$ cat src/hw/bstsh_defs.vh
`ifndef BSTSH_DEFS_VH
`define BSTSH_DEFS_VH

// Register byte offsets on the AXI4-Lite bus.
`define BSTSH_A_OFS        8'h00
`define BSTSH_B_OFS        8'h04
`define BSTSH_D_OFS        8'h08
`define BSTSH_MI_OFS       8'h0c
`define BSTSH_CMD_OFS      8'h10
`define BSTSH_STAT_OFS     8'h14

// Command register field positions.
`define BSTSH_CMD_OP_LSB   0
`define BSTSH_CMD_OP_MSB   2
`define BSTSH_CMD_POL_BIT  3
`define BSTSH_CMD_X_LSB    4
`define BSTSH_CMD_X_MSB    7
`define BSTSH_CMD_F1_BIT   8

// Operation codes held in the command register.
`define BSTSH_OP_NONE      3'h0
`define BSTSH_OP_SENSE     3'h1
`define BSTSH_OP_TOGGLE    3'h2
`define BSTSH_OP_SHL_IMM   3'h3
`define BSTSH_OP_SHR_IMM   3'h4
`define BSTSH_OP_SHL_DYN   3'h5
`define BSTSH_OP_SHR_DYN   3'h6

// Status register field positions.
`define BSTSH_ST_BUSY_BIT  0
`define BSTSH_ST_DLY_BIT   1
`define BSTSH_ST_FOUND_BIT 2
`define BSTSH_ST_POS_LSB   4
`define BSTSH_ST_POS_MSB   8

// Reset values and bus responses.
`define BSTSH_REG_RST      16'h0000
`define BSTSH_RESP_OKAY    2'h0
`define BSTSH_RESP_SLVERR  2'h2

// Bit-sense step when no bit matches, and full-width shift count.
`define BSTSH_NOFIND_STEP  5'h10
`define BSTSH_FULL_SHIFT   5'h10

`endif

$ cat src/hw/bstsh_shifter.v
`timescale 1ns/1ps
`include "bstsh_defs.vh"

// Two-rank left shifter: rank one moves 0..3, rank two moves 0/4/8/12.
module bstsh_shifter #(
   parameter W = 32
) (
   input  wire [W-1:0] operand,
   input  wire [3:0]   rank1_sel,
   input  wire [3:0]   rank2_sel,
   input  wire         shift16,
   output wire [W-1:0] result
);

   wire [W-1:0] r1_0;
   wire [W-1:0] r1_1;
   wire [W-1:0] r1_2;
   wire [W-1:0] r1_3;
   wire [W-1:0] rank1;
   wire [W-1:0] r2_0;
   wire [W-1:0] r2_4;
   wire [W-1:0] r2_8;
   wire [W-1:0] r2_12;
   wire [W-1:0] rank2;

   ////////////////////////////////////////////////////////////////////////////
   // Candidate vectors; bits pushed off the top are lost, zeros enter below.
   assign r1_0  = operand;
   assign r1_1  = {operand[W-2:0], 1'b0};
   assign r1_2  = {operand[W-3:0], 2'b00};
   assign r1_3  = {operand[W-4:0], 3'b000};
   assign r2_0  = rank1;
   assign r2_4  = {rank1[W-5:0], 4'h0};
   assign r2_8  = {rank1[W-9:0], 8'h00};
   assign r2_12 = {rank1[W-13:0], 12'h000};

   ////////////////////////////////////////////////////////////////////////////
   // One selector per bit in each rank, enabled by one-hot count lines.
   genvar i;
   generate
      for (i = 0; i < W; i = i + 1) begin : g_rank
         assign rank1[i] = (rank1_sel[0] & r1_0[i]) | (rank1_sel[1] & r1_1[i]) |
                           (rank1_sel[2] & r1_2[i]) | (rank1_sel[3] & r1_3[i]);
         assign rank2[i] = (rank2_sel[0] & r2_0[i]) | (rank2_sel[1] & r2_4[i]) |
                           (rank2_sel[2] & r2_8[i]) | (rank2_sel[3] & r2_12[i]);
      end
   endgenerate

   // A count of sixteen moves the low word wholly into the high word.
   assign result = shift16 ? {operand[W/2-1:0], {(W/2){1'b0}}} : rank2;

endmodule // bstsh_shifter

$ cat src/hw/bstsh_unit.v
// The address map and register access over AXI4-Lite were decided locally.
`timescale 1ns/1ps
`include "bstsh_defs.vh"

// Function
// - Bit sense scans A from position 00 up to 15 for requested value.
// - B grows by one per position passed, equal to found position.
// - Sense-and-toggle does a plain sense and also inverts the found bit.
// - Polarity select feeds A true when 0, complemented when 1.
// - Two eight-input priority encoders combine into a four-bit position.
// - The position is added to B in one addition.
// - Position splits into two decoded parts ANDed into a one-hot select.
// - Per-bit mux picks toggle select when toggle path is high, else shifter.
// - Fan-in enable gates shifter and sense path for shift and toggle.
// - Selected A bit flips like a JK flip-flop on the A clock enable.
// - Shifter shifts the 32-bit A:B operand left by the shift count.
// - Count from X field, or D bits 0-3, or instruction bits 4-7.
// - Left shifts use the count; right shifts use its two's complement.
// - First rank of 32 selectors shifts 0 to 3 by the low two count bits.
// - Second rank shifts 0, 4, 8 or 12; together up to 15 places.
// - At zero shift each B bit keeps its own position in the result.
// - Left result comes from one half, right result from the other half.
// - Bits shifted past the top are discarded, never wrapped.
// - Vacated low positions fill with zeros.
// - Shifts take two cycles; A and B load once the delay flop is set.
module bstsh_unit #(
   parameter AW = 8
) (
   input  wire          aclk,
   input  wire          aresetn,
   input  wire [AW-1:0] s_axi_awaddr,
   input  wire          s_axi_awvalid,
   output wire          s_axi_awready,
   input  wire [31:0]   s_axi_wdata,
   input  wire [3:0]    s_axi_wstrb,
   input  wire          s_axi_wvalid,
   output wire          s_axi_wready,
   output reg  [1:0]    s_axi_bresp,
   output reg           s_axi_bvalid,
   input  wire          s_axi_bready,
   input  wire [AW-1:0] s_axi_araddr,
   input  wire          s_axi_arvalid,
   output wire          s_axi_arready,
   output reg  [31:0]   s_axi_rdata,
   output reg  [1:0]    s_axi_rresp,
   output reg           s_axi_rvalid,
   input  wire          s_axi_rready,
   output wire          block_microword_load,
   output wire          sequencer_address_clock_enable
);

   localparam ST_IDLE  = 3'b001;
   localparam ST_EXEC  = 3'b010;
   localparam ST_DELAY = 3'b100;

   reg  [15:0]   a_reg;
   reg  [15:0]   b_reg;
   reg  [15:0]   d_reg;
   reg  [15:0]   mi_reg;
   reg  [8:0]    cmd_reg;
   reg  [2:0]    state_reg;
   reg           found_reg;
   reg  [3:0]    pos_reg;
   reg           aw_have_reg;
   reg  [AW-1:0] aw_addr_reg;
   reg           w_have_reg;
   reg  [31:0]   w_data_reg;
   reg  [3:0]    w_strb_reg;
   reg  [15:0]   a_next;
   reg  [15:0]   b_next;
   reg  [2:0]    state_next;

   wire          wr_fire;
   wire          rd_fire;
   wire          busy;
   wire [2:0]    op;
   wire          is_sense;
   wire          is_toggle;
   wire          is_shift;
   wire          is_right;
   wire [15:0]   sense_in;
   wire [15:0]   sense_bus;
   wire [3:0]    enc_hi;
   wire [3:0]    enc_lo;
   wire          any_found;
   wire [3:0]    position;
   wire [4:0]    b_step;
   wire [3:0]    toggle_code_high_part;
   wire [3:0]    toggle_code_low_part;
   wire [15:0]   toggle_sel;
   wire [3:0]    raw_count;
   wire [4:0]    eff_count;
   wire [7:0]    shift_code;
   wire [31:0]   shift_out;
   wire [31:0]   fanin;
   wire          toggle_path_select;
   wire          shift_sense_fanin_enable;
   wire          a_reg_clock_enable;
   wire          b_reg_clock_enable;
   wire          right_shift_indicator;
   wire          sense_polarity_select;

   ////////////////////////////////////////////////////////////////////////////
   // Eight-input priority encoder for the first zero, position 0 leftmost.
   // Returns {found, position[2:0]}; vector bit 7 holds position 0.
   function [3:0] first_zero8;
      input [7:0] v;
      integer k;
      begin
         first_zero8 = 4'h0;
         for (k = 0; k < 8; k = k + 1) begin
            if (!v[k]) begin
               first_zero8 = {1'b1, 3'd7 - k[2:0]};
            end
         end
      end
   endfunction

   // Byte-lane merge of a write into a 16-bit register.
   function [15:0] merge16;
      input [15:0] old;
      input [31:0] data;
      input [3:0]  strb;
      begin
         merge16 = old;
         if (strb[0]) begin
            merge16[7:0] = data[7:0];
         end
         if (strb[1]) begin
            merge16[15:8] = data[15:8];
         end
      end
   endfunction

   ////////////////////////////////////////////////////////////////////////////
   // Write channel: address and data are captured independently.
   assign s_axi_awready = !aw_have_reg && !s_axi_bvalid;
   assign s_axi_wready  = !w_have_reg && !s_axi_bvalid;
   assign wr_fire       = aw_have_reg && w_have_reg && !s_axi_bvalid;

   always @(posedge aclk) begin
      if (!aresetn) begin
         aw_have_reg  <= 1'b0;
         aw_addr_reg  <= {AW{1'b0}};
         w_have_reg   <= 1'b0;
         w_data_reg   <= 32'h0000_0000;
         w_strb_reg   <= 4'h0;
         s_axi_bvalid <= 1'b0;
         s_axi_bresp  <= `BSTSH_RESP_OKAY;
      end else begin
         if (s_axi_awvalid && s_axi_awready) begin
            aw_have_reg <= 1'b1;
            aw_addr_reg <= s_axi_awaddr;
         end
         if (s_axi_wvalid && s_axi_wready) begin
            w_have_reg <= 1'b1;
            w_data_reg <= s_axi_wdata;
            w_strb_reg <= s_axi_wstrb;
         end
         if (wr_fire) begin
            aw_have_reg  <= 1'b0;
            w_have_reg   <= 1'b0;
            s_axi_bvalid <= 1'b1;
            if (aw_addr_reg[7:0] == `BSTSH_A_OFS || aw_addr_reg[7:0] == `BSTSH_B_OFS ||
                aw_addr_reg[7:0] == `BSTSH_D_OFS || aw_addr_reg[7:0] == `BSTSH_MI_OFS ||
                aw_addr_reg[7:0] == `BSTSH_CMD_OFS || aw_addr_reg[7:0] == `BSTSH_STAT_OFS) begin
               s_axi_bresp <= `BSTSH_RESP_OKAY;
            end else begin
               s_axi_bresp <= `BSTSH_RESP_SLVERR;
            end
         end else if (s_axi_bvalid && s_axi_bready) begin
            s_axi_bvalid <= 1'b0;
         end
      end
   end

   ////////////////////////////////////////////////////////////////////////////
   // Read channel: one cycle from address acceptance to data.
   assign s_axi_arready = !s_axi_rvalid;
   assign rd_fire       = s_axi_arvalid && s_axi_arready;

   always @(posedge aclk) begin
      if (!aresetn) begin
         s_axi_rvalid <= 1'b0;
         s_axi_rdata  <= 32'h0000_0000;
         s_axi_rresp  <= `BSTSH_RESP_OKAY;
      end else if (rd_fire) begin
         s_axi_rvalid <= 1'b1;
         s_axi_rresp  <= `BSTSH_RESP_OKAY;
         if (s_axi_araddr[7:0] == `BSTSH_A_OFS) begin
            s_axi_rdata <= {16'h0000, a_reg};
         end else if (s_axi_araddr[7:0] == `BSTSH_B_OFS) begin
            s_axi_rdata <= {16'h0000, b_reg};
         end else if (s_axi_araddr[7:0] == `BSTSH_D_OFS) begin
            s_axi_rdata <= {16'h0000, d_reg};
         end else if (s_axi_araddr[7:0] == `BSTSH_MI_OFS) begin
            s_axi_rdata <= {16'h0000, mi_reg};
         end else if (s_axi_araddr[7:0] == `BSTSH_CMD_OFS) begin
            s_axi_rdata <= {23'h000000, cmd_reg};
         end else if (s_axi_araddr[7:0] == `BSTSH_STAT_OFS) begin
            s_axi_rdata <= {24'h000000, pos_reg, 1'b0, found_reg,
                            state_reg[2], busy};
         end else begin
            s_axi_rdata <= 32'h0000_0000;
            s_axi_rresp <= `BSTSH_RESP_SLVERR;
         end
      end else if (s_axi_rvalid && s_axi_rready) begin
         s_axi_rvalid <= 1'b0;
      end
   end

   ////////////////////////////////////////////////////////////////////////////
   // Operation decode from the latched command word.
   assign busy                  = !state_reg[0];
   assign op                    = cmd_reg[`BSTSH_CMD_OP_MSB:`BSTSH_CMD_OP_LSB];
   assign is_sense              = (op == `BSTSH_OP_SENSE) || (op == `BSTSH_OP_TOGGLE);
   assign is_toggle             = (op == `BSTSH_OP_TOGGLE);
   assign is_right              = (op == `BSTSH_OP_SHR_IMM) || (op == `BSTSH_OP_SHR_DYN);
   assign is_shift              = is_right || (op == `BSTSH_OP_SHL_IMM) ||
                                  (op == `BSTSH_OP_SHL_DYN);
   assign sense_polarity_select = cmd_reg[`BSTSH_CMD_POL_BIT];
   assign right_shift_indicator = is_right;
   assign toggle_path_select    = is_toggle;

   ////////////////////////////////////////////////////////////////////////////
   // Bit sense: precondition A, then find the first zero from position 00.
   assign sense_in  = sense_polarity_select ? ~a_reg : a_reg;
   assign enc_hi    = first_zero8(sense_in[15:8]);
   assign enc_lo    = first_zero8(sense_in[7:0]);
   assign sense_bus = sense_in;
   assign any_found = enc_hi[3] | enc_lo[3];
   // Positions 00-07 sit in the upper byte and win over 08-15.
   assign position  = enc_hi[3] ? {1'b0, enc_hi[2:0]} :
                                  {1'b1, enc_lo[2:0]};
   // One addition stands in for a step per position passed.
   assign b_step    = any_found ? {1'b0, position} : `BSTSH_NOFIND_STEP;

   ////////////////////////////////////////////////////////////////////////////
   // Toggle select: two decoded halves of the position ANDed per bit.
   genvar n;
   generate
      for (n = 0; n < 4; n = n + 1) begin : g_tdec
         assign toggle_code_high_part[n] = (position[3:2] == n);
         assign toggle_code_low_part[n]  = (position[1:0] == n);
      end
      for (n = 0; n < 16; n = n + 1) begin : g_tsel
         // Position p maps to vector bit 15-p, so position 00 is the MSB.
         assign toggle_sel[15-n] = any_found & toggle_code_high_part[n/4] &
                                   toggle_code_low_part[n%4];
      end
   endgenerate

   ////////////////////////////////////////////////////////////////////////////
   // Shift count source, direction conversion and one-hot rank code.
   assign raw_count = (op == `BSTSH_OP_SHL_DYN || op == `BSTSH_OP_SHR_DYN) ?
                      (cmd_reg[`BSTSH_CMD_F1_BIT] ? mi_reg[7:4] : d_reg[3:0]) :
                      cmd_reg[`BSTSH_CMD_X_MSB:`BSTSH_CMD_X_LSB];
   // Right shift becomes a left shift by sixteen minus the count.
   assign eff_count = right_shift_indicator ?
                      (`BSTSH_FULL_SHIFT - {1'b0, raw_count}) :
                      {1'b0, raw_count};
   generate
      for (n = 0; n < 4; n = n + 1) begin : g_code
         assign shift_code[4+n] = (eff_count[1:0] == n) & !eff_count[4];
         assign shift_code[n]   = (eff_count[3:2] == n) & !eff_count[4];
      end
   endgenerate

   // Operand is A in the high word and B in the low word.
   bstsh_shifter #(
      .W (32)
   ) u_shifter (
      .operand   ({a_reg, b_reg}),
      .rank1_sel (shift_code[7:4]),
      .rank2_sel (shift_code[3:0]),
      .shift16   (eff_count[4]),
      .result    (shift_out)
   );

   ////////////////////////////////////////////////////////////////////////////
   // Fan-in: per-bit choice of toggle designator or shifter bit, then gate.
   assign shift_sense_fanin_enable = (is_shift || is_toggle) && busy;
   generate
      for (n = 0; n < 32; n = n + 1) begin : g_fanin
         if (n >= 16) begin : g_a
            assign fanin[n] = shift_sense_fanin_enable &
               (toggle_path_select ? toggle_sel[n-16] : shift_out[n]);
         end else begin : g_b
            assign fanin[n] = shift_sense_fanin_enable &
               (toggle_path_select ? 1'b0 : shift_out[n]);
         end
      end
   endgenerate

   ////////////////////////////////////////////////////////////////////////////
   // Clock enables: sense commits in its only cycle, shifts once delayed.
   assign a_reg_clock_enable = (state_reg == ST_EXEC && is_toggle) ||
                               state_reg == ST_DELAY;
   assign b_reg_clock_enable = (state_reg == ST_EXEC && is_sense) ||
                               state_reg == ST_DELAY;

   // First shift cycle holds off the next microword and sequencer address.
   assign block_microword_load           = (state_reg == ST_EXEC) && is_shift;
   assign sequencer_address_clock_enable = !block_microword_load;

   ////////////////////////////////////////////////////////////////////////////
   // Next values of A, B and the sequencing state.
   always @* begin
      a_next     = a_reg;
      b_next     = b_reg;
      state_next = state_reg;
      case (state_reg)
         ST_IDLE: begin
            if (wr_fire && aw_addr_reg[7:0] == `BSTSH_CMD_OFS &&
                w_strb_reg[0]) begin
               state_next = ST_EXEC;
            end
         end
         ST_EXEC: begin
            if (is_shift) begin
               state_next = ST_DELAY;
            end else begin
               state_next = ST_IDLE;
            end
            if (a_reg_clock_enable) begin
               a_next = a_reg ^ fanin[31:16];
            end
            if (b_reg_clock_enable) begin
               b_next = b_reg + {11'h000, b_step};
            end
         end
         ST_DELAY: begin
            // Both words load; left result in B, right result in A.
            a_next     = fanin[31:16];
            b_next     = fanin[15:0];
            state_next = ST_IDLE;
         end
         default: begin
            state_next = ST_IDLE;
         end
      endcase
   end

   ////////////////////////////////////////////////////////////////////////////
   // Register file and datapath registers; software writes are dropped while busy.
   always @(posedge aclk) begin
      if (!aresetn) begin
         a_reg     <= `BSTSH_REG_RST;
         b_reg     <= `BSTSH_REG_RST;
         d_reg     <= `BSTSH_REG_RST;
         mi_reg    <= `BSTSH_REG_RST;
         cmd_reg   <= 9'h000;
         state_reg <= ST_IDLE;
         found_reg <= 1'b0;
         pos_reg   <= 4'h0;
      end else begin
         state_reg <= state_next;
         a_reg     <= a_next;
         b_reg     <= b_next;
         if (state_reg == ST_EXEC && is_sense) begin
            found_reg <= any_found;
            pos_reg   <= any_found ? position : 4'h0;
         end
         if (wr_fire && !busy) begin
            if (aw_addr_reg[7:0] == `BSTSH_A_OFS) begin
               a_reg <= merge16(a_reg, w_data_reg, w_strb_reg);
            end else if (aw_addr_reg[7:0] == `BSTSH_B_OFS) begin
               b_reg <= merge16(b_reg, w_data_reg, w_strb_reg);
            end else if (aw_addr_reg[7:0] == `BSTSH_D_OFS) begin
               d_reg <= merge16(d_reg, w_data_reg, w_strb_reg);
            end else if (aw_addr_reg[7:0] == `BSTSH_MI_OFS) begin
               mi_reg <= merge16(mi_reg, w_data_reg, w_strb_reg);
            end else if (aw_addr_reg[7:0] == `BSTSH_CMD_OFS) begin
               if (w_strb_reg[0]) begin
                  cmd_reg[7:0] <= w_data_reg[7:0];
               end
               if (w_strb_reg[1]) begin
                  cmd_reg[8] <= w_data_reg[8];
               end
            end
         end
      end
   end

endmodule // bstsh_unit
$ cat config.mk
export PLATFORM = sky130hd
export DESIGN_NAME = bstsh_unit
export DESIGN_NICKNAME = d
export VERILOG_FILES = /design/src/hw/bstsh_shifter.v /design/src/hw/bstsh_unit.v
export VERILOG_INCLUDE_DIRS = /design/src /design/src/hw
export SDC_FILE = /design/constraint.sdc
export NUM_CORES = 1
export LEC_CHECK = 0
export BUFFER_PORTS_ARGS = -buffer_cell sky130_fd_sc_hd__buf_4
export CAP_MARGIN = 30
export CELL_PAD_IN_SITES_DETAIL_PLACEMENT = 0
export CELL_PAD_IN_SITES_GLOBAL_PLACEMENT = 1
export CORE_ASPECT_RATIO = 0.5
export CORE_MARGIN = 2
export CORE_UTILIZATION = 44
export CTS_CLUSTER_DIAMETER = 40
export DETAILED_ROUTE_END_ITERATION = 10
export PLACE_DENSITY = 0.79
export REMOVE_ABC_BUFFERS = 1
export SETUP_SLACK_MARGIN = 0.02
export SYNTH_ARGS = -nofsm -noshare
export SYNTH_HDL_FRONTEND = slang
export SYNTH_SLANG_ARGS = --single-unit
$ cat constraint.sdc
create_clock -name aclk -period 4.7 [get_ports aclk]
set_clock_uncertainty 0.15 [all_clocks]
set_input_delay 0.235 -clock aclk [delete_from_list [all_inputs] [get_ports aclk]]
set_output_delay 0.235 -clock aclk [all_outputs]
set_load 0.02 [all_outputs]
After elaboration in Yosys (flattened, before gate mapping)
Index checks and enable logic that the tools add are counted.

Reductions and logical operators: 51. Muxes and demuxes: 87. Equal/unequal tests: 36. $add $sub $neg: 2. Bitwise gates (word level): 456.

Operators by type and width (number): $and 1x1->1 (286); $mux 16 (12); $or 1x1->1 (163); $mux 4 (20); $pmux 16 s2 (2); $mux 1 (36); $eq 8x4->1 const B (4); $eq 8x5->1 const B (4); $mux 32 (1); $mux 8 (3); $add 16x5->16 (1); $eq 2x2->1 const B (8); $eq 8x3->1 const B (2); $logic_and 1x1->1 (16); $logic_not 8->1 (2); $not 16->16 (1); $xor 16x16->16 (1); $mux 2 (7); $reduce_and 7->1 (2); $logic_or 1x1->1 (13); $eq 3x3->1 const B (4); $reduce_and 6->1 (2); $mux 5 (2); $reduce_and 5->1 (2); other kinds (15) (38).

Input port bits: 59. Word-level logic and storage cells: 655. Output and inout port bits: 43. Bits in registers: 147.

Depth between registers and ports, before layout
Depth after elaboration: 23. Depth in mapped cells: 18. Depth with buffers taken out: 17.

By module
From an unflattened synthesis, not the netlist that was laid out.

Cells, all modules: 1215. Area, all modules: 9281.4 um2.

By module, submodules not included: bstsh_unit (instances 1, sequential area each 2582.5 um2, area an instance 7828.8 um2, cells an instance 990); bstsh_shifter (instances 1, sequential area each 0.0 um2, area an instance 1452.6 um2, cells an instance 225).

Worst setup path after synthesis
No wires, ideal clock.

Path kind: register to register. From: register a_reg[12]. To: register b_reg[15]. Required time: 4.476 ns. Path buffers: 0. Period minus slack after synthesis: 3.623 ns. Stages on the path, launching flop included: 16. Arrival: 3.399 ns. Setup time: 0.074 ns. Slack: 1.077 ns. Cells stage by stage: dfxtp_1 -> or3_1 -> o22ai_2 -> and2_1 -> o2111ai_1 -> nand2_1 -> ha_1 -> a21o_1 -> a21oi_1 -> o21bai_1 -> a21oi_1 -> a211oi_1 -> nand2_1 -> nor4_1 -> mux2_2 -> a31oi_1.

Longest elaborated chain between the ends: 14. Elaborated cells on any way between the ends: 15. Classes of those cells: add/sub (1); mux (12); bitwise (2).

Ends and longest elaborated chain: start, declared (RTL line bstsh_unit.v:56) `reg [15:0] a_reg;`; start signal, assigned (RTL line bstsh_unit.v:348) `` a_reg <= `BSTSH_REG_RST; ``; start signal, assigned (RTL line bstsh_unit.v:358) `a_reg <= a_next;`; start signal, assigned (RTL line bstsh_unit.v:366) `a_reg <= merge16(a_reg, w_data_reg, w_strb_reg);`; $not 16->16 (RTL line bstsh_unit.v:227) `assign sense_in = sense_polarity_select ? ~a_reg : a_reg;`; $mux 16 (*) (RTL line bstsh_unit.v:227); $mux 4 (*) (4 in series) (RTL line bstsh_unit.v:112) `if (!v[k]) begin`; $mux 4 / $or 1x1->1 (equally long branches) (RTL line bstsh_unit.v:233, bstsh_unit.v:231); $mux 5 (no line) (*); named net b_step[0] (RTL line bstsh_unit.v:87) `wire [4:0] b_step;`; $add 16x5->16 (*) (RTL line bstsh_unit.v:329) `b_next = b_reg + {11'h000, b_step};`; $mux 16 (*) (RTL line bstsh_unit.v:328) `if (b_reg_clock_enable) begin`; $pmux 16 s2 (*) (RTL line bstsh_unit.v:312) `case (state_reg)`; $mux 16 (RTL line bstsh_unit.v:367) `` end else if (aw_addr_reg[7:0] == `BSTSH_B_OFS) begin ``; $mux 16 (RTL line bstsh_unit.v:365) `` if (aw_addr_reg[7:0] == `BSTSH_A_OFS) begin ``; $mux 16 (*) (RTL line bstsh_unit.v:364) `if (wr_fire && !busy) begin`; end signal, assigned (RTL line bstsh_unit.v:349) `` b_reg <= `BSTSH_REG_RST; ``; end signal, assigned (RTL line bstsh_unit.v:359) `b_reg <= b_next;`; end signal, assigned (RTL line bstsh_unit.v:368) `b_reg <= merge16(b_reg, w_data_reg, w_strb_reg);`; end, declared (RTL line bstsh_unit.v:57) `reg [15:0] b_reg;`.

Mark *: on every way through the listed nets, which the timed path passes. The rest lies on a longest branch. A chain may end at the register's enable or synchronous reset.

Final worst setup path
From: register a_reg[13]. To: register b_reg[15].

Longest elaborated chain between the ends: 13. Elaborated cells on any way between the ends: 14. Classes of those cells: add/sub (1); mux (11); bitwise (2).

Ends and longest elaborated chain (RTL line): $not 16->16 (bstsh_unit.v:227); $mux 16 (*) (bstsh_unit.v:227); $mux 4 (*) (3 in series) (bstsh_unit.v:112); $mux 4 / $or 1x1->1 (equally long branches) (bstsh_unit.v:233, bstsh_unit.v:231); $mux 5 (no line) (*); named net b_step[0] (bstsh_unit.v:87); $add 16x5->16 (*) (bstsh_unit.v:329); $mux 16 (*) (bstsh_unit.v:328); $pmux 16 s2 (*) (bstsh_unit.v:312); $mux 16 (bstsh_unit.v:367); $mux 16 (bstsh_unit.v:365); $mux 16 (*) (bstsh_unit.v:364).

Marks and branches as above.

==> results.yml <==
cts:
  clk_latency_ns: 0.44
  clock-root-buffer: "clkbuf_16"
  tritoncts: "yes"
  cts_max_path_buffers: 2
  htreeDepth: 4
  postCtsSetupRepairBufs: 0
  cts.sinks: 129
  cts_made_buffers: 17
  cts_resized: 0
  clkTransAtPathRegs_ns: 0.06
route:
  wl_per_cell_um: 24.8
  drtIter0Drc: 1646
  antenna_left: 0
  vias: 10300
  wl_mm: 38.8
  drc: 0
  vias_per_cell: 6.61
  first_pass_iters: 6
timing:
  grt_setup_unrepaired: "false"
  tightest_slew_ns: 0.991
  drv_slew: 0
  fin_setup_tns_ns: 0
  finalCriticalPeriod_ns: 4.23
  setup_viol: 0
  setup_slack_ns: 0.469
  slew_headroom_pct: 33.9
  finalCritPeriodShare_pct: 90.0
  hold_ws_ns: 0.106
  hold_viol: 0
  max_freq_mhz: 236
worst_setup_path:
  required_ns: 4.92
  path_class: "flop to flop"
  crit_arrival_ns: 4.45
  startpoint_type: "flop"
  cp-startpoint: "a_reg[13]"
  r2r_start: "a_reg[13]"
  worst_setup_path_end_kind: "flop"
  cp_max_fo: 11
power:
  p_leak_nw: 4.08
  ir_drop_v: 0.000320
  power_density_mw_per_mm2: 267
finish:
  area_delta_synth_final_pct: 15.6
  antenna_cells: 0
  drive_above_1_share_pct: 13.9
  fillers: 2021
  final_nets: 1341
grt:
  grt_max_degree: 75
  grt_overflow: 0
  grt_pass1_wl_mm: 58.6
  grt_util_all_layers_pct: 34.7
  antenna_found_initial: 0
  grt_pass1_vias: 9463
logic_synthesis:
  postSynthAreaPerCell_um2: 7.58
  synth_edf_count: 0
  yosysTopAreaCell: "dfxtp_1"
  synth-seq-cells: 129
  synth_area_mm2: 0.00942
  yosys.area.top_type_share_pct: 27.4
  synthDistinctLibCells: 86
  ys_seq_area_share_pct: 27.4
  netlist_top_cells_area: "dfxtp_1, nand2_1, mux2i_1"
  synthCells: 1242
  synthFlopType: "dfxtp_1"
  async_flop_share_pct: 0
  synth_warnings: 0
hold_path:
  hold_class: "input port to flop"
  min_from: "s_axi_awvalid"
placement:
  gp_congestion: 0.969
  place_hpwl_mm: 27.6
  pre_cts_ws_ns: 0.596
  port_buffers: 65
floorplanning:
  row_count: 37
  io_pins: 102
  die_w_um: 211
  core_area_mm2: 0.0208
  die_h_um: 107
  die-area_mm2: 0.0227
  initial_core_util_pct: 45.3
flow_run:
  maxCapViolCount: 0
status:
  status: "completed"
[where the power goes]
part	internal (mW)	total, mW	switching [mW]
sequential	1.13	1.17	0.0470
clock	0.860	1.42	0.564
combinational	0.127	0.309	0.183
total	2.11	2.91	0.794
[worst paths after layout]
kind | end | slack [ns] | depth (start not counted)
worst min-delay path | aw_addr_reg[1] | 0.11 | 4
worst min register to register | d_reg[10] | 0.31 | 2
worst max register to register | b_reg[15] | 0.47 | 17
worst max-delay path | b_reg[15] | 0.47 | 17
[layout by cell type, fill, tap and decap left out, drive strengths merged, types with 16 or more instances in the layout]
master,instances
a21boi,37
a21oi,82
a221oi,49
a22oi,43
a31oi,21
and2,17
buf,103
clkbuf,19
conb,18
dfxtp,129
dlygate4sd3,30
inv,35
mux2i,50
nand2,174
nand3,40
nor2,66
nor2b,39
o211a,18
o21ai,91
o221ai,16
[per-stage QoR]
| stage | cells | instance area (um2) | utilization [%] | power (mW) |
|---|---|---|---|---|
| finish | 1562 | 10900 | 52.4 | 2.91 |
| global route | 1562 | 10900 | 52.4 | 3.00 |
| CTS | 1562 | 10900 | 52.4 | 2.92 |
| detailed placement | 1500 | 9980 | 48.0 | 1.48 |
| global placement | 1498 | 9960 | 47.9 | 1.47 |
| floorplan | 1124 | 8840 | - | 1.34 |
[layer usage]
metal | vias up | wire length, um | share of wire, % | global-route usage (%)
li1 | 4652 | - | - | -
met1 | 4878 | 17200 | 44 | 49.7
met2 | 707 | 15400 | 40 | 49.2
met3 | 86 | 5240 | 14 | 10.8
met4 | 0 | 930 | 2.4 | 10.2
met5 | - | 0 | 0 | 0
[cell usage after synthesis, types with 17 or more instances]
cell type	count
buf_2	17
a22oi_1	43
mux2i_1	49
dfxtp_1	129
a221oi_1	48
nand3_1	39
nor2b_1	39
nor2_1	65
a31oi_1	21
nand2_1	174
inv_1	27
o211a_1	18
buf_4	21
a21oi_1	82
a21boi_0	35
clkbuf_1	89
o21ai_0	89
[kinds of logic after synthesis]
group	synth area share (%)
xor+xnor	1.66
other cells	0.0398
simple gates	21.2
compound gates	33.9
fa+ha+maj	0.877
mux	6.91
flops	27.4
buf+inv	8.04
[worst max-delay path: stages (launching register included)]
cell	delay (ns)
dfxtp_1	0.54
inv_1	0.15
a211oi_1	0.30
o21ai_0	0.17
a2bb2oi_1	0.18
o2111ai_1	0.28
nand2_1	0.34
ha_1	0.25
a21o_1	0.13
a21oi_1	0.09
o21bai_1	0.16
a21oi_1	0.11
a211oi_1	0.22
buf_4	0.18
nand2_1	0.08
nor4_1	0.31
mux2_2	0.37
a31oi_1	0.15
[cell type report]
cell class	instances	area (um2)	area share (%)
clock inverter	13	173	1.58
timing repair buffer	133	1080	9.92
clock buffer	19	443	4.07
inverter	30	113	1.03
sequential	129	2580	23.7
multi-input combinational	965	6160	56.6
tap	273	342	3.14
[repair_timing]
action,CTS,global route
hold buffers,30,0
endpoints found under the hold margin,29,0
setup endpoints to repair,0,0
No activity file was read; power rests on OpenSTA's default activity.
